[config.mk]
export PLATFORM = sky130hd
export DESIGN_NAME = fbe_top
export DESIGN_NICKNAME = d
export VERILOG_FILES = /design/src/core/fbe_pkg.sv /design/src/core/fbe_probe_if.sv /design/src/core/fbe_tag_check.sv /design/src/core/fbe_lock_set.sv /design/src/core/fbe_top.sv
export SDC_FILE = /design/constraint.sdc
export NUM_CORES = 1
export LEC_CHECK = 0
export BUFFER_PORTS_ARGS = -buffer_cell sky130_fd_sc_hd__buf_2
export CORE_MARGIN = 3
export CORE_UTILIZATION = 45
export CTS_BUF_LIST = sky130_fd_sc_hd__clkbuf_16
export DETAILED_ROUTE_END_ITERATION = 10
export PLACE_DENSITY_LB_ADDON = 0.15
export RECOVER_POWER = 100
export SLEW_MARGIN = 5
export SYNTH_ARGS = -nofsm -noshare
export SYNTH_HDL_FRONTEND = slang
export SYNTH_SLANG_ARGS = --single-unit
export TNS_END_PERCENT = 10
[constraint.sdc]
create_clock -name i_sys_clk -period 7.82 [get_ports i_sys_clk]
set_input_delay 0.782 -clock i_sys_clk [delete_from_list [all_inputs] [get_ports i_sys_clk]]
set_output_delay 0.782 -clock i_sys_clk [all_outputs]
set_load 0.01 [all_outputs]
[src/core/fbe_pkg.sv]
// shared constants for the fill and bus error capture block
package fbe_pkg;
	// register word offsets
	localparam logic [7:0] FBE_OFS_CTRL = 8'h00;
	localparam logic [7:0] FBE_OFS_STATUS = 8'h04;
	localparam logic [7:0] FBE_OFS_BUS_ADDR = 8'h08;
	localparam logic [7:0] FBE_OFS_FILL_ADDR = 8'h0c;
	localparam logic [7:0] FBE_OFS_FILL_SYN = 8'h10;
	localparam logic [7:0] FBE_OFS_PROBE = 8'h14;
	localparam logic [7:0] FBE_OFS_UNLOCK = 8'h18;
	localparam logic [7:0] FBE_OFS_LOCKS = 8'h1c;
	// control register fields
	localparam int FBE_CTL_MC_ENABLE = 0;
	localparam int FBE_CTL_CORR_ENABLE = 1;
	localparam logic [1:0] FBE_CTL_RESET = 2'h0;
	// unlock register fields
	localparam int FBE_UNL_BUS = 0;
	localparam int FBE_UNL_FILL = 1;
	// status register fields
	localparam int FBE_ST_TPERR = 0;
	localparam int FBE_ST_TCPERR = 1;
	localparam int FBE_ST_HERR = 2;
	localparam int FBE_ST_CMD_LO = 4;
	localparam int FBE_ST_CMD_HI = 6;
	localparam int FBE_ST_BUS_FATAL = 7;
	localparam int FBE_ST_ERROR_FLAG_A = 8;
	localparam int FBE_ST_FILL_ISTREAM = 9;
	localparam int FBE_ST_FILL_CORRECTED = 10;
	localparam int FBE_ST_QW_LO = 11;
	localparam int FBE_ST_QW_HI = 12;
	localparam int FBE_ST_FILL_PAR = 13;
	localparam int FBE_ST_FILL_FATAL = 14;
	localparam logic [31:0] FBE_STATUS_RESET = 32'h0;
	// acknowledge codes on the command acknowledge lines
	localparam logic [2:0] FBE_ACK_IDLE = 3'h0;
	localparam logic [2:0] FBE_ACK_HARD_ERROR = 3'h3;
	// set indices
	localparam int FBE_SET_BUS = 0;
	localparam int FBE_SET_FILL = 1;
	localparam int FBE_NUM_SETS = 2;
endpackage : fbe_pkg

[src/core/fbe_probe_if.sv]
// tag probe check results passed from the checker to the capture logic
`timescale 1ns/10ps
interface fbe_probe_if;
	logic done;
	logic tag_perr;
	logic ctl_perr;
	logic hit;
	modport checker_mp (output done, output tag_perr, output ctl_perr, output hit);
	modport user_mp (input done, input tag_perr, input ctl_perr, input hit);
endinterface : fbe_probe_if

[src/core/fbe_tag_check.sv]
// external cache tag probe parity check and hit decision
`timescale 1ns/10ps
module fbe_tag_check #(
	parameter int TAG_W = 17,
	parameter int CTL_W = 3
) (
	// probe from the tag store
	input wire logic i_probe_done,
	input wire logic [TAG_W-1:0] i_probe_tag,
	input wire logic i_probe_tag_par,
	input wire logic [CTL_W-1:0] i_probe_ctl,
	input wire logic i_probe_ctl_par,
	input wire logic i_probe_match,
	input wire logic i_probe_valid,
	// results
	fbe_probe_if.checker_mp probe
);
	wire tag_bad;
	wire ctl_bad;
	assign tag_bad = ^{i_probe_tag, i_probe_tag_par};
	assign ctl_bad = ^{i_probe_ctl, i_probe_ctl_par};
	assign probe.done = i_probe_done;
	assign probe.tag_perr = i_probe_done & tag_bad;
	assign probe.ctl_perr = i_probe_done & ctl_bad;
	assign probe.hit = i_probe_done & i_probe_match & i_probe_valid & ~tag_bad & ~ctl_bad;
endmodule : fbe_tag_check

[src/core/fbe_lock_set.sv]
// one lockable error register set with its lost-error flag
`timescale 1ns/10ps
module fbe_lock_set (
	// clock and reset
	input wire logic i_sys_clk,
	input wire logic i_rst,
	// events
	input wire logic i_err,
	input wire logic i_lost_kind,
	input wire logic i_unlock,
	// state
	output logic o_capture,
	output logic o_locked,
	output logic o_lost
);
	logic locked;
	logic lost;
	wire next_locked;
	wire next_lost;
	assign o_capture = i_err & ~locked;
	assign next_locked = o_capture | (locked & ~i_unlock);
	// lost error while locked; set beats clear
	assign next_lost = (i_err & i_lost_kind & locked) | (lost & ~i_unlock);
	always_ff @(posedge i_sys_clk or posedge i_rst) begin
		if (i_rst) begin
			locked <= 1'b0;
			lost <= 1'b0;
		end else begin
			locked <= next_locked;
			lost <= next_lost;
		end
	end
	assign o_locked = locked;
	assign o_lost = lost;
endmodule : fbe_lock_set

[src/core/fbe_top.sv]
// fill and bus error capture: error registers, locking, machine check
// Summary of operation
// - double-bit dstream fill data goes to the data cache unchanged, block valid
// - uncorrectable errors raise machine check only when enabled
// - double-bit data fill sets error_flag_a flag, istream and corrected clear
// - fill address keeps bits 33..2, quadword index in status
// - fill address bits 4..2 hold the failing load's address bits
// - fill syndrome register takes the failing quadword's syndrome
// - bus address and status 6..0 are unpredictable after a fill error
// - probe result kept on fill error if external cache enabled
// - tag parity errors detected at end of the tag probe
// - tag address parity error misses, sets flag, captures address
// - tag control parity error forces miss, sets flag, keeps probe
// - hard-error acknowledge sets flag, records command, captures address
// - two independent sets: bus status 7..0 and fill status 14..8
// - fill address, syndrome and upper status record fill errors apart
// - recording an error locks its set until software unlocks it
// - second error still posts interrupt or check, no overwrite
// - uncorrectable second error on a locked set sets its lost bit
// - bus lost bit set by probe parity or hard error while locked
// - fill lost bit set by any fill error while fill set locked
//
// Strobed register access and the placing of the registers were chosen for this implementation.
`timescale 1ns/10ps
module fbe_top
	import fbe_pkg::*;
#(
	parameter int TAG_W = 17,
	parameter int CTL_W = 3,
	parameter int SYN_W = 14,
	parameter int DATA_W = 64
) (
	// clock and reset
	input wire logic i_sys_clk,
	input wire logic i_rst,
	// register port
	input wire logic [7:0] i_reg_addr,
	input wire logic [31:0] i_reg_wdata,
	input wire logic i_reg_wr,
	input wire logic i_reg_rd,
	output logic [31:0] o_reg_rdata,
	// primary cache fill
	input wire logic i_fill_valid,
	input wire logic [DATA_W-1:0] i_fill_data,
	input wire logic i_fill_istream,
	input wire logic i_fill_single_err,
	input wire logic i_fill_double_err,
	input wire logic i_fill_parity_err,
	input wire logic [33:2] i_fill_addr,
	input wire logic [1:0] i_fill_quadword_index,
	input wire logic [SYN_W-1:0] i_fill_syndrome,
	input wire logic i_fill_bc_en,
	// data cache write
	output logic o_dcache_wr,
	output logic [DATA_W-1:0] o_dcache_data,
	output logic [33:2] o_dcache_addr,
	output logic o_dcache_valid,
	// external cache tag probe
	input wire logic i_probe_done,
	input wire logic [TAG_W-1:0] i_probe_tag,
	input wire logic i_probe_tag_par,
	input wire logic [CTL_W-1:0] i_probe_ctl,
	input wire logic i_probe_ctl_par,
	input wire logic i_probe_match,
	input wire logic i_probe_valid,
	input wire logic [33:2] i_probe_addr,
	output logic o_bc_hit,
	output logic o_bc_miss,
	// system transaction
	input wire logic [2:0] i_request_command_lines,
	input wire logic [33:2] i_req_addr,
	input wire logic [2:0] i_command_acknowledge_lines,
	// exceptions
	output logic o_machine_check,
	output logic o_corrected_read_interrupt
);
	localparam int PROBE_W = TAG_W + CTL_W + 2;

	fbe_probe_if probe ();

	// control and captured state
	logic [1:0] memory_unit_control;
	logic [31:0] bus_interface_status;
	logic [33:2] bus_error_address;
	logic [33:2] fill_address;
	logic [SYN_W-1:0] fill_syndrome;
	logic [PROBE_W-1:0] ext_cache_probe_result;
	logic [PROBE_W-1:0] last_probe;
	logic [31:0] next_rdata;

	// set control
	logic [FBE_NUM_SETS-1:0] set_err;
	logic [FBE_NUM_SETS-1:0] set_lost_kind;
	logic [FBE_NUM_SETS-1:0] set_unlock;
	logic [FBE_NUM_SETS-1:0] set_capture;
	logic [FBE_NUM_SETS-1:0] set_locked;
	logic [FBE_NUM_SETS-1:0] set_lost;

	fbe_tag_check #(
		.TAG_W(TAG_W),
		.CTL_W(CTL_W)
	) u_tag_check (
		.i_probe_done(i_probe_done),
		.i_probe_tag(i_probe_tag),
		.i_probe_tag_par(i_probe_tag_par),
		.i_probe_ctl(i_probe_ctl),
		.i_probe_ctl_par(i_probe_ctl_par),
		.i_probe_match(i_probe_match),
		.i_probe_valid(i_probe_valid),
		.probe(probe)
	);

	// event decode
	wire fill_err;
	wire fill_fatal;
	wire fill_corrected;
	wire herr;
	wire probe_perr;
	wire bus_err;
	wire mchk_event;
	wire corr_event;

	assign fill_err = i_fill_valid & (i_fill_single_err | i_fill_double_err | i_fill_parity_err);
	assign fill_fatal = i_fill_valid & (i_fill_double_err | i_fill_parity_err);
	assign fill_corrected = fill_err & ~fill_fatal;
	assign herr = (i_command_acknowledge_lines == FBE_ACK_HARD_ERROR);
	assign probe_perr = probe.tag_perr | probe.ctl_perr;
	assign bus_err = herr | probe_perr;

	assign mchk_event = memory_unit_control[FBE_CTL_MC_ENABLE] & (fill_fatal | bus_err);
	assign corr_event = memory_unit_control[FBE_CTL_CORR_ENABLE] & fill_corrected;

	assign set_err[FBE_SET_BUS] = bus_err;
	assign set_err[FBE_SET_FILL] = fill_err;
	assign set_lost_kind[FBE_SET_BUS] = bus_err;
	assign set_lost_kind[FBE_SET_FILL] = fill_err;

	// register decode
	wire sel_ctrl;
	wire sel_status;
	wire sel_bus_addr;
	wire sel_fill_addr;
	wire sel_fill_syn;
	wire sel_probe;
	wire sel_unlock;
	wire sel_locks;

	assign sel_ctrl = (i_reg_addr == FBE_OFS_CTRL);
	assign sel_status = (i_reg_addr == FBE_OFS_STATUS);
	assign sel_bus_addr = (i_reg_addr == FBE_OFS_BUS_ADDR);
	assign sel_fill_addr = (i_reg_addr == FBE_OFS_FILL_ADDR);
	assign sel_fill_syn = (i_reg_addr == FBE_OFS_FILL_SYN);
	assign sel_probe = (i_reg_addr == FBE_OFS_PROBE);
	assign sel_unlock = (i_reg_addr == FBE_OFS_UNLOCK);
	assign sel_locks = (i_reg_addr == FBE_OFS_LOCKS);

	// read of the address register or explicit unlock
	assign set_unlock[FBE_SET_BUS] = (i_reg_rd & sel_bus_addr) |
		(i_reg_wr & sel_unlock & i_reg_wdata[FBE_UNL_BUS]);
	assign set_unlock[FBE_SET_FILL] = (i_reg_rd & sel_fill_addr) |
		(i_reg_wr & sel_unlock & i_reg_wdata[FBE_UNL_FILL]);

	genvar gs;
	generate
		for (gs = 0; gs < FBE_NUM_SETS; gs++) begin : g_set
			fbe_lock_set u_set (
				.i_sys_clk(i_sys_clk),
				.i_rst(i_rst),
				.i_err(set_err[gs]),
				.i_lost_kind(set_lost_kind[gs]),
				.i_unlock(set_unlock[gs]),
				.o_capture(set_capture[gs]),
				.o_locked(set_locked[gs]),
				.o_lost(set_lost[gs])
			);
		end
	endgenerate

	// probe result shared by both sets, held while either is locked
	wire tag_locked;
	wire probe_take_bus;
	wire probe_take_fill;
	wire [PROBE_W-1:0] probe_now;

	assign tag_locked = |set_locked;
	assign probe_now = {i_probe_tag, i_probe_tag_par, i_probe_ctl, i_probe_ctl_par};
	assign probe_take_bus = set_capture[FBE_SET_BUS] & probe_perr & ~tag_locked;
	assign probe_take_fill = set_capture[FBE_SET_FILL] & i_fill_bc_en & ~tag_locked;

	// status next value
	logic [31:0] next_status;
	always_comb begin
		next_status = bus_interface_status;
		if (set_capture[FBE_SET_BUS]) begin
			next_status[FBE_ST_TPERR] = probe.tag_perr;
			next_status[FBE_ST_TCPERR] = probe.ctl_perr;
			next_status[FBE_ST_HERR] = herr;
			next_status[FBE_ST_CMD_HI:FBE_ST_CMD_LO] = herr ? i_request_command_lines : 3'h0;
		end
		if (set_capture[FBE_SET_FILL]) begin
			next_status[FBE_ST_ERROR_FLAG_A] = i_fill_single_err | i_fill_double_err;
			next_status[FBE_ST_FILL_ISTREAM] = i_fill_istream;
			next_status[FBE_ST_FILL_CORRECTED] = fill_corrected;
			next_status[FBE_ST_FILL_PAR] = i_fill_parity_err;
			next_status[FBE_ST_QW_HI:FBE_ST_QW_LO] = i_fill_quadword_index;
		end
		next_status[FBE_ST_BUS_FATAL] = set_lost[FBE_SET_BUS];
		next_status[FBE_ST_FILL_FATAL] = set_lost[FBE_SET_FILL];
	end

	// registers
	always_ff @(posedge i_sys_clk or posedge i_rst) begin
		if (i_rst) begin
			memory_unit_control <= FBE_CTL_RESET;
		end else if (i_reg_wr && sel_ctrl) begin
			memory_unit_control <= i_reg_wdata[1:0];
		end
	end

	always_ff @(posedge i_sys_clk or posedge i_rst) begin
		if (i_rst) begin
			bus_interface_status <= FBE_STATUS_RESET;
		end else begin
			bus_interface_status <= next_status;
		end
	end

	always_ff @(posedge i_sys_clk or posedge i_rst) begin
		if (i_rst) begin
			bus_error_address <= '0;
		end else if (set_capture[FBE_SET_BUS]) begin
			bus_error_address <= herr ? i_req_addr : i_probe_addr;
		end
	end

	always_ff @(posedge i_sys_clk or posedge i_rst) begin
		if (i_rst) begin
			fill_address <= '0;
			fill_syndrome <= '0;
		end else if (set_capture[FBE_SET_FILL]) begin
			// full address down to bit 2
			fill_address <= i_fill_addr;
			fill_syndrome <= i_fill_syndrome;
		end
	end

	always_ff @(posedge i_sys_clk or posedge i_rst) begin
		if (i_rst) begin
			last_probe <= '0;
		end else if (i_probe_done) begin
			last_probe <= probe_now;
		end
	end

	// fill errors take the probe of their own transaction, seen earlier
	always_ff @(posedge i_sys_clk or posedge i_rst) begin
		if (i_rst) begin
			ext_cache_probe_result <= '0;
		end else if (probe_take_fill) begin
			ext_cache_probe_result <= last_probe;
		end else if (probe_take_bus) begin
			ext_cache_probe_result <= probe_now;
		end
	end

	// data written as received, block valid
	always_ff @(posedge i_sys_clk or posedge i_rst) begin
		if (i_rst) begin
			o_dcache_wr <= 1'b0;
			o_dcache_valid <= 1'b0;
			o_dcache_data <= '0;
			o_dcache_addr <= '0;
		end else begin
			o_dcache_wr <= i_fill_valid & ~i_fill_istream;
			o_dcache_valid <= i_fill_valid & ~i_fill_istream;
			o_dcache_data <= i_fill_data;
			o_dcache_addr <= i_fill_addr;
		end
	end

	always_ff @(posedge i_sys_clk or posedge i_rst) begin
		if (i_rst) begin
			o_bc_hit <= 1'b0;
			o_bc_miss <= 1'b0;
		end else begin
			o_bc_hit <= probe.hit;
			o_bc_miss <= probe.done & ~probe.hit;
		end
	end

	always_ff @(posedge i_sys_clk or posedge i_rst) begin
		if (i_rst) begin
			o_machine_check <= 1'b0;
			o_corrected_read_interrupt <= 1'b0;
		end else begin
			o_machine_check <= mchk_event;
			o_corrected_read_interrupt <= corr_event;
		end
	end

	// read mux; unmapped offsets read zero
	always_comb begin
		next_rdata = 32'h0;
		if (sel_ctrl) begin
			next_rdata[1:0] = memory_unit_control;
		end
		if (sel_status) begin
			next_rdata = bus_interface_status;
		end
		if (sel_bus_addr) begin
			next_rdata = bus_error_address;
		end
		if (sel_fill_addr) begin
			next_rdata = fill_address;
		end
		if (sel_fill_syn) begin
			next_rdata[SYN_W-1:0] = fill_syndrome;
		end
		if (sel_probe) begin
			next_rdata[PROBE_W-1:0] = ext_cache_probe_result;
		end
		if (sel_locks) begin
			next_rdata[FBE_NUM_SETS-1:0] = set_locked;
		end
	end

	// read data stands only in the cycle after the strobe
	always_ff @(posedge i_sys_clk or posedge i_rst) begin
		if (i_rst) begin
			o_reg_rdata <= 32'h0;
		end else if (i_reg_rd) begin
			o_reg_rdata <= next_rdata;
		end else begin
			o_reg_rdata <= 32'h0;
		end
	end
endmodule : fbe_top

==> qor.csv, run 1 <==
stage,metric,value,unit
run_status,status,"complete, but fails checks",
run_status,failing checks,"max-capacitance violations, max-slew violations",
floorplanning,Starting Density,46.39,%
route,DRC Markers,0,
worst_setup_path,"Max FO, Critical Path",49,
worst_setup_path,"Cell Chain, Critical Path","clkbuf_1, inv_1, a2111oi_4, clkbuf_1, o221a_1",
worst_hold_path,hold crit path type,in -> reg,
global_routing,pin count of the biggest net entering global routing,140,
clocking,TritonCTS buffer count,29,
route,Vias/cell,5.315,
placed_design,hpwl dp,23.41,mm
layout,share of layout cells above drive strength 1,24.73,%
worst_setup_path,critical path data required time,8.27,ns
yosys,mapped cell area,10660,um^2
worst_setup_path,Worst R2R Start,g_set[1].u_set.o_locked,
timing,WHS,0.3534,ns
yosys,Mean Syn Cell Area,12.38,um^2
clocking,CTS H-tree depth,1,
floorplanning,die width,159.9,um
yosys,"Seq/Total Area, Yosys",64.54,%
worst_setup_path,Reg2Reg Setup Slack,3.65,ns
worst_setup_path,FF-to-FF path depth,4,
timing,minimum clock period after layout,4.351,ns
timing,endpoints failing setup,0,
worst_setup_path,startpoint type of the worst setup path,input pin,
worst_setup_path,CP dominant cell by count,clkbuf_1,
power,total leakage power,5.849,nW
floorplanning,Rows,55,
route,DRT antenna net count,0,
timing,part of the cycle the worst path needs,55.63,%
global_routing,vias in the first global route,8207,
worst_setup_path,critical path type,in -> reg,
power,peak supply drop,0.1372,mV
yosys,"FF+latch count, synth",275,
worst_setup_path,Worst Setup End Kind,flip-flop,
clocking,postcts setup bufs,0,
floorplanning,Core Area,22980,um^2
clocking,clk buf depth,3,
power,Power Density,275.7,nW/um^2
timing,Achievable Freq,229.9,MHz
yosys,Post-synth EDFFs,0,
yosys,Synth Instances,861,
route,first drt pass iteration count,5,
clocking,post_cts resized,0,
yosys,Netlist cell types,52,
global_routing,Total Routing Usage GR,25.09,%
floorplanning,DIE AREA,25580,um^2
yosys,Yosys warning count,0,
clocking,CTS sink cnt,275,
worst_setup_path,worst r2r dst,fill_address[18],
placed_design,port bufs,360,
timing,RSZ-0062 raised after global routing,false,
route,DRT iter0 DRCs,683,
worst_setup_path,CP max-delay cell,clkbuf_1,
worst_setup_path,CP peak stage delay,1.31,ns
worst_setup_path,Critical Path End,bus_error_address[18],
placed_design,gpl congestion,0.8375,
global_routing,Overflow after GRT,0,
layout,area grow syn2layout,25.19,%
floorplanning,I/O Pins,391,
yosys,commonest register cell after synthesis,dfrtp_1,
global_routing,first-pass GRT wire length,50.09,mm
clocking,Clock Latency Late Sink,0.53,ns
layout,Fillers,2135,
timing,final setup TNS,0,ns
timing,Worst Tran Pin Value,2.364,ns
clocking,CTS root buffer,clkbuf_16,
worst_setup_path,crit path launch,i_probe_done,
route,vias,8169,
yosys,async set-or-reset flop fraction in the synthesized netlist,100.0,%
timing,Worst slew margin,-57.63,%
route,Routed WL per cell,21.39,um
timing,Clock Skew,0.009949,ns
clocking,CTS tree,yes,
global_routing,initial antenna violation count,5,
floorplanning,Die H,159.9,um
route,DRT Wirelength,32.87,mm
timing,Fin. Hold Viols,0,
run,max_cap viols,6,
yosys,Synth Net Count,1118,
clocking,hold buffers post-CTS,0,
clocking,clock transition at the registers of the reported paths,0.06,ns
layout,fin nets,1461,
timing,Slew Limit Fails,206,
worst_setup_path,"Arr. time, crit path",4.80,ns
report_power, final:
group | total (mW) | switching, mW | internal (mW) | leakage (nW)
registers | 1.82 | 0.143 | 1.68 | 3.34
logic | 0.560 | 0.282 | 0.277 | 2.05
clock network | 1.30 | 0.536 | 0.764 | 0.462
flip-flops by register name, summed over array words and instances, names as in the netlist:
register	cells
bus_error_address	32
o_bc_miss	1
o_bc_hit	1
g_set.u_set.o_lost	2
memory_unit_control	2
o_reg_rdata	32
o_corrected_read_interrupt	1
bus_interface_status	14
last_probe	22
g_set.u_set.o_locked	2
o_dcache_valid	1
o_dcache_addr	32
ext_cache_probe_result	22
o_dcache_data	64
o_machine_check	1
fill_address	32
fill_syndrome	14
worst max-delay path, delay by kind of cell:
kind | cells | cell delay [ns]
AO/OA/AOI/OAI | 2 | 1.24
buffers and inverters | 3 | 2.75
cells in the mapped netlist (7+ instances only):
cell type / count / area share [%]
a21oi_1: 17 / 0.80
a222oi_1: 7 / 0.66
a22oi_1: 20 / 1.4
and2_1: 7 / 0.41
clkbuf_1: 45 / 1.6
dfrtp_1: 275 / 65
inv_1: 32 / 1.1
mux2_2: 54 / 5.7
nand2_1: 91 / 3.2
nand3_1: 8 / 0.38
nor2_1: 17 / 0.60
nor2b_1: 23 / 1.3
nor3_1: 26 / 1.2
o211ai_1: 23 / 1.6
o21ai_0: 68 / 3.2
o221a_1: 32 / 3.4
or3_1: 34 / 2.0
xnor2_1: 13 / 1.1
stage by stage:
step           setup WS, ns  util (%)  power [mW]  instance area (um^2)  instances
2_1_floorplan         3.401         -       2.184                 10670        861
3_3_place_gp          4.276     55.30       2.403                 12710       1486
3_5_place_dp          4.216     55.30       2.430                 12710       1486
4_1_cts               4.757     59.17       3.742                 13600       1534
5_1_grt               3.153     58.08       3.865                 13350       1537
6_report              3.469     58.08       3.680                 13350       1537
metal layers:
metal | vias up | global-route usage, % | part of all wire, %
met5 | - | 0 | 0.064
met4 | 4 | 6.193 | 2.2
met3 | 49 | 5.214 | 6.9
met2 | 297 | 43.56 | 51
met1 | 4070 | 32.39 | 40
li1 | 3749 | - | -
area by class of cell:
cell class	instances	area (um^2)	area share, %
antenna	3	7.507	0.05624
clock buffer	29	725.7	5.436
clock inverter	19	165.2	1.237
inverter	32	121.4	0.9092
multi-input combinational	495	3388	25.38
sequential	275	6882	51.55
tap	313	391.6	2.934
timing repair buffer	371	1668	12.49
kinds of logic (layout without fill, tap and decap cells):
kind of cell	Yosys count	in the layout	synth area share, %
flip-flops	275	275	64.54
AND/OR/NAND/NOR	217	217	9.974
AO/OA/AOI/OAI	200	200	13.67
buffers and inverters	91	451	3.509
multiplexers	59	59	6.290
XOR/XNOR	19	19	2.018
other	0	3	0
cells in the final DEF (no fill, tap or decap), drive strengths merged, types with 2 or more instances in the layout:
master  count
bufinv      3
clkinv     10
o211ai     23
or2         3
o211a       5
a32oi       2
clkbuf    199
and3        3
and2        7
o22ai       5
a21o        2
nor4        2
nor2b      23
a22oi      20
a222oi      7
nand3       8
a31oi       3
mux2i       4
xor2        3
nand2      91
or3        34
a21oi      17
nor2       17
dfrtp     275
diode       3
xnor2      15
buf       201
o221a      32
inv        37
o221ai      3
nor3       26
o21ai      72
mux2       54
how the worst min path moves through the flow:
stage,startpoint,to,slack [ns],depth (start not counted)
global route,i_fill_data[33],o_dcache_data[33],0.33,1
CTS,i_fill_data[4],o_dcache_data[4],0.33,1
floorplan,g_set[0].u_set.o_lost,bus_interface_status[7],0.35,0
detailed placement,g_set[1].u_set.o_lost,bus_interface_status[14],0.36,0
global placement,g_set[1].u_set.o_lost,bus_interface_status[14],0.36,0
finish,i_fill_data[4],o_dcache_data[4],0.35,1
Power figures use the tool's default switching activity.
==> run 2, diff against run 1 <==
- CORE_UTILIZATION: 45 -> 49
- clock period: 7.82 -> 4.2 ns (I/O delays scaled with it)
==> run 2 against run 1 <==
- the run still ends with max-capacitance violations, max-slew violations left
- highest routed layer unchanged
- first-iteration DRC count down 0.29%
- sequential share of layout area down 2.4 points
- register-to-register slack worse by 2.3 ns
- global-route usage up 3.5 points
- clock power up 75%
- sequential power up 86%
- clock skew about the same
- combinational power up 95%
==> qor.csv, run 2 (synthesis gave the netlist of run 1 again) <==
stage,metric,value,unit
run_status,status,"complete, but fails checks",
run_status,failing checks,"max-capacitance violations, max-slew violations",
layout,max reg flops,64,
worst_setup_path,"Arr. time, crit path",3.59,ns
floorplanning,die width,153.5,um
route,DRT antenna net count,0,
route,vias,8634,
worst_hold_path,hold crit path type,in -> reg,
clocking,post_cts resized,0,
floorplanning,DIE AREA,23570,um^2
route,DRC Markers,0,
placed_design,gpl congestion,0.8541,
layout,Largest Register,o_dcache_data,
worst_setup_path,critical path data required time,4.61,ns
run,max_cap viols,2,
worst_setup_path,FF-to-FF path depth,4,
route,first drt pass iteration count,5,
timing,Worst Tran Pin Value,1.855,ns
timing,Final WS setup,1.014,ns
power,peak supply drop,0.2872,mV
clocking,TritonCTS buffer count,28,
floorplanning,Core Area,21220,um^2
global_routing,pin count of the biggest net entering global routing,94,
worst_hold_path,hold depth,1,
global_routing,Total Routing Usage GR,28.57,%
layout,fin nets,1539,
route,Vias/cell,5.471,
floorplanning,Starting Density,50.25,%
timing,Worst slew margin,-23.65,%
worst_setup_path,Worst Setup End Kind,flip-flop,
placed_design,pre-CTS setup slack,1.141,ns
floorplanning,Die H,153.5,um
floorplanning,Rows,53,
timing,endpoints failing setup,0,
global_routing,Overflow after GRT,0,
power,Power Density,482.1,nW/um^2
clocking,CTS root buffer,clkbuf_16,
power,total leakage power,6.135,nW
clocking,CTS tree,yes,
global_routing,initial antenna violation count,7,
worst_setup_path,"Cell Chain, Critical Path","clkbuf_1, xnor2_1, xnor3_1, xnor2_1, xor2_1, clkbuf_1, o21ai_0, a31oi_1",
placed_design,port bufs,360,
layout,area grow syn2layout,31.40,%
layout,share of layout cells above drive strength 1,23.02,%
clocking,CTS H-tree depth,1,
timing,Clock Skew,0.01035,ns
worst_setup_path,CP max-delay cell,xor2_1,
worst_setup_path,startpoint type of the worst setup path,input pin,
worst_setup_path,critical path type,in -> reg,
route,Routed WL per cell,21.82,um
worst_setup_path,"Max FO, Critical Path",18,
timing,final setup TNS,0,ns
layout,most frequent cells in the layout,"dfrtp_1, buf_2, clkbuf_1",
route,DRT Wirelength,34.43,mm
worst_setup_path,CP peak stage delay,1.03,ns
clocking,CTS sink cnt,275,
timing,Achievable Freq,313.9,MHz
clocking,clock transition at the registers of the reported paths,0.06,ns
floorplanning,I/O Pins,391,
timing,minimum clock period after layout,3.186,ns
global_routing,vias in the first global route,8850,
placed_design,hpwl dp,22.74,mm
clocking,Clock Latency Late Sink,0.53,ns
timing,RSZ-0062 raised after global routing,false,
timing,Fin. Hold Viols,0,
timing,part of the cycle the worst path needs,75.86,%
route,DRT iter0 DRCs,681,
timing,Slew Limit Fails,86,
global_routing,first-pass GRT wire length,52.66,mm
layout,"commonest non-fill, non-tap cell in the layout",dfrtp_1,
clocking,clk buf depth,3,
## run 2: cell count changes in the layout (fill, tap and decap cells not counted), sizes merged
cell / delta
clkinv: +3
clkbuf: +7
bufinv: -2
inv: -2
buf: -1
dlygate4sd3: +73
diode: +1
## run 2: critical path: cells and delay by family
family	cells	cell delay (ns)
compound gates	2	0.60
xor+xnor	4	2.03
buf+inv	2	0.52
## run 2: metal layers
layer / GRT usage [%] / wire length, um
met1: 37.33 / 13530
met2: 48.61 / 17330
met3: 5.235 / 2336
met4: 9.546 / 1205
met5: 0 / 24
## run 2: per-stage QoR
step	hold WS, ns	total power [mW]	instances	area, um^2	util (%)
after global placement	0.3611	4.464	1454	12720	59.94
after detailed placement	0.3705	4.502	1454	12720	59.94
after global routing	0.001465	7.076	1578	14010	66.03
after floorplan	0.3478	4.066	861	10670	-
after CTS	0.0005905	6.831	1574	14270	67.27
final	0.01808	6.754	1578	14010	66.03
## run 2: area by class of cell
type	count	area (um^2)
Multi-Input combinational cell	495	3382
Fill cell	1723	7209
Antenna cell	4	10.01
Sequential cell	275	6882
Timing Repair Buffer	450	2447
Clock buffer	29	725.7
Tap cell	275	344.1
Clock inverter	18	98.84
Inverter	32	121.4
## run 2: worst paths after layout
path / start / end / slack, ns
worst max-delay path: i_probe_tag_par / o_machine_check / 1.01
worst min-delay path: i_fill_addr[14] / o_dcache_addr[14] / 0.02
worst max register to register: g_set[1].u_set.o_locked / fill_address[30] / 1.30
worst min register to register: g_set[1].u_set.o_lost / bus_interface_status[14] / 0.38
max in group asynchronous: i_rst / o_dcache_data[31] / 1.27
min in group asynchronous: i_rst / o_dcache_addr[16] / 0.70
## run 2: timing repair
item / CTS / global route
endpoints found under the hold margin: 92 / 0
hold buffers: 73 / 0
buffers inserted: 0 / 0
endpoints found under the setup margin: 0 / 0
## run 2: where the power goes
part | internal (mW) | leakage [nW] | switching (mW)
Clock | 1.29 | 0.423 | 0.985
Combinational | 0.558 | 2.37 | 0.534
Sequential | 3.12 | 3.34 | 0.261
Total | 4.97 | 6.13 | 1.78
==> run 3, diff against run 2 <==
- CORE_UTILIZATION: 49 -> 45
- clock period: 4.2 -> 2.8 ns (I/O delays scaled with it)
==> run 3 against run 2 <==
- the run now ends clean
- sequential share of layout area down 2.7 points
- sequential cell count unchanged
- clock-buffer cell count unchanged
- total power up 54%
- via count up 3.3%
- sequential power up 51%
- critical endpoint is now bus_error_address[29]
==> qor.csv, run 3 (synthesis gave the netlist of run 1 again) <==
stage,metric,value,unit
run_status,status,completed,
worst_setup_path,critical path type,in -> reg,
worst_setup_path,CP peak stage delay,0.53,ns
timing,final setup TNS,0,ns
worst_hold_path,hold crit path type,in -> reg,
layout,share of layout cells above drive strength 1,22.25,%
global_routing,pin count of the biggest net entering global routing,72,
clocking,CTS tree,yes,
timing,Achievable Freq,373.7,MHz
timing,RSZ-0062 raised after global routing,false,
layout,Fillers,1900,
worst_setup_path,startpoint type of the worst setup path,input pin,
floorplanning,Die H,159.9,um
worst_setup_path,CP top delay family,buffers and inverters,
timing,WHS,0.01203,ns
layout,Finished Layout Cells,1699,
worst_setup_path,CP max-delay cell,dlygate4sd3_1,
route,first drt pass iteration count,6,
clocking,TritonCTS buffer count,29,
route,Vias/cell,5.250,
worst_setup_path,"Arr. time, crit path",3.09,ns
route,DRT Wirelength,35.66,mm
timing,Worst slew margin,21.67,%
route,DRT iter0 DRCs,562,
power,total power,10.42,mW
global_routing,Overflow after GRT,0,
worst_hold_path,hold depth,3,
clocking,post_cts resized,0,
placed_design,placed cells,1503,
placed_design,port bufs,360,
placed_design,hpwl dp,23.79,mm
power,peak supply drop,0.4752,mV
timing,Fin. Hold Viols,0,
clocking,CTS root buffer,clkbuf_16,
worst_setup_path,Crit path depth,9,
timing,part of the cycle the worst path needs,95.56,%
floorplanning,die width,159.9,um
timing,Slew Limit Fails,0,
timing,Worst Tran Pin Value,1.175,ns
floorplanning,DIE AREA,25580,um^2
route,vias,8919,
global_routing,initial antenna violation count,7,
power,Power Density,702.9,nW/um^2
placed_design,gpl congestion,0.8489,
worst_setup_path,FF-to-FF path depth,4,
layout,area grow syn2layout,39.04,%
worst_setup_path,"Max FO, Critical Path",25,
timing,minimum clock period after layout,2.676,ns
layout,fin nets,1616,
route,Routed WL per cell,20.99,um
timing,Clock Skew,0.01965,ns
route,DRC Markers,0,
power,total leakage power,6.475,nW
layout,"commonest non-fill, non-tap cell in the layout",dfrtp_1,
floorplanning,Starting Density,46.39,%
run,max_cap viols,0,
global_routing,vias in the first global route,9173,
layout,max reg flops,64,
floorplanning,Rows,55,
layout,Largest Register,o_dcache_data,
worst_setup_path,"Cell Chain, Critical Path","dlygate4sd3_1, clkbuf_1, xnor2_1, xnor3_2, xnor2_4, nor4_1, a2111oi_4, clkbuf_4, o221a_1",
floorplanning,I/O Pins,391,
clocking,clk buf depth,3,
clocking,CTS sink cnt,275,
global_routing,Total Routing Usage GR,27.32,%
worst_setup_path,Worst Setup End Kind,flip-flop,
layout,most frequent cells in the layout,"dfrtp_1, clkbuf_1, buf_2",
route,DRT antenna net count,0,
global_routing,first-pass GRT wire length,54.77,mm
worst_setup_path,critical path data required time,3.21,ns
clocking,Clock Latency Late Sink,0.54,ns
timing,endpoints failing setup,0,
floorplanning,Core Area,22980,um^2
worst_setup_path,CP bufs+invs,3,
clocking,clock transition at the registers of the reported paths,0.06,ns
clocking,CTS H-tree depth,1,
-- run 3: cell count changes in the layout (fill, tap and decap cells not counted), sizes merged --
cell | previous run | this run
clkbuf | 206 | 223
inv | 35 | 40
bufinv | 1 | 2
diode | 4 | 6
buf | 200 | 194
clkinvlp | 1 | 2
dlygate4sd3 | 73 | 138
clkinv | 13 | 11
-- run 3: routing by layer --
metal	global-route usage [%]	vias to the layer above	routed length, um
met1	34.68	4424	14150
met2	46.94	369	18090
met5	0	-	13
met4	10.10	2	1158
li1	-	4059	-
met3	5.058	65	2244
-- run 3: layout make-up --
cell class	count	area, um^2	share of cell area, %
antenna	6	15.01	0.1013
clock buffer	29	725.7	4.895
clock inverter	23	150.1	1.013
inverter	32	121.4	0.8186
multi-input combinational	495	3408	22.99
sequential	275	6882	46.42
tap	313	391.6	2.642
timing repair buffer	526	3132	21.12
-- run 3: timing repair --
item                                   in CTS  in global routing
endpoints found under the hold margin     182                  0
buffers inserted                            0                  0
hold buffers                              138                  0
-- run 3: worst register-to-register path, cell delays in order, from the launching register on --
cell and delay [ns]:
dfrtp_1 0.48, nor2b_1 0.23, and2_1 0.91, buf_2 0.49, mux2_2 0.40
-- run 3: report_power, final --
group | internal [mW] | switching, mW | total (mW) | leakage (nW)
logic | 0.929 | 0.827 | 1.76 | 2.67
registers | 4.69 | 0.407 | 5.09 | 3.34
clock network | 2.05 | 1.53 | 3.57 | 0.465
-- run 3: final timing paths --
check                      slack, ns                    endpoint               startpoint
min in group asynchronous       0.51  o_corrected_read_interrupt                    i_rst
max in group asynchronous       0.65            o_dcache_addr[6]                    i_rst
min                             0.01              last_probe[19]          i_probe_tag[14]
max reg2reg                     0.18            fill_address[24]  g_set[1].u_set.o_locked
max                             0.12       bus_error_address[29]          i_probe_tag_par
min reg2reg                     0.37     bus_interface_status[7]    g_set[0].u_set.o_lost
-- run 3: per-stage QoR --
step	cell area (um^2)	utilization, %	setup slack [ns]
3_5_place_dp	12900	56.12	0.2500
4_1_cts	15160	65.94	0.1381
3_3_place_gp	12900	56.12	0.3256
5_1_grt	14830	64.50	0.004716
2_1_floorplan	10670	-	-1.117
6_report	14830	64.50	0.1243
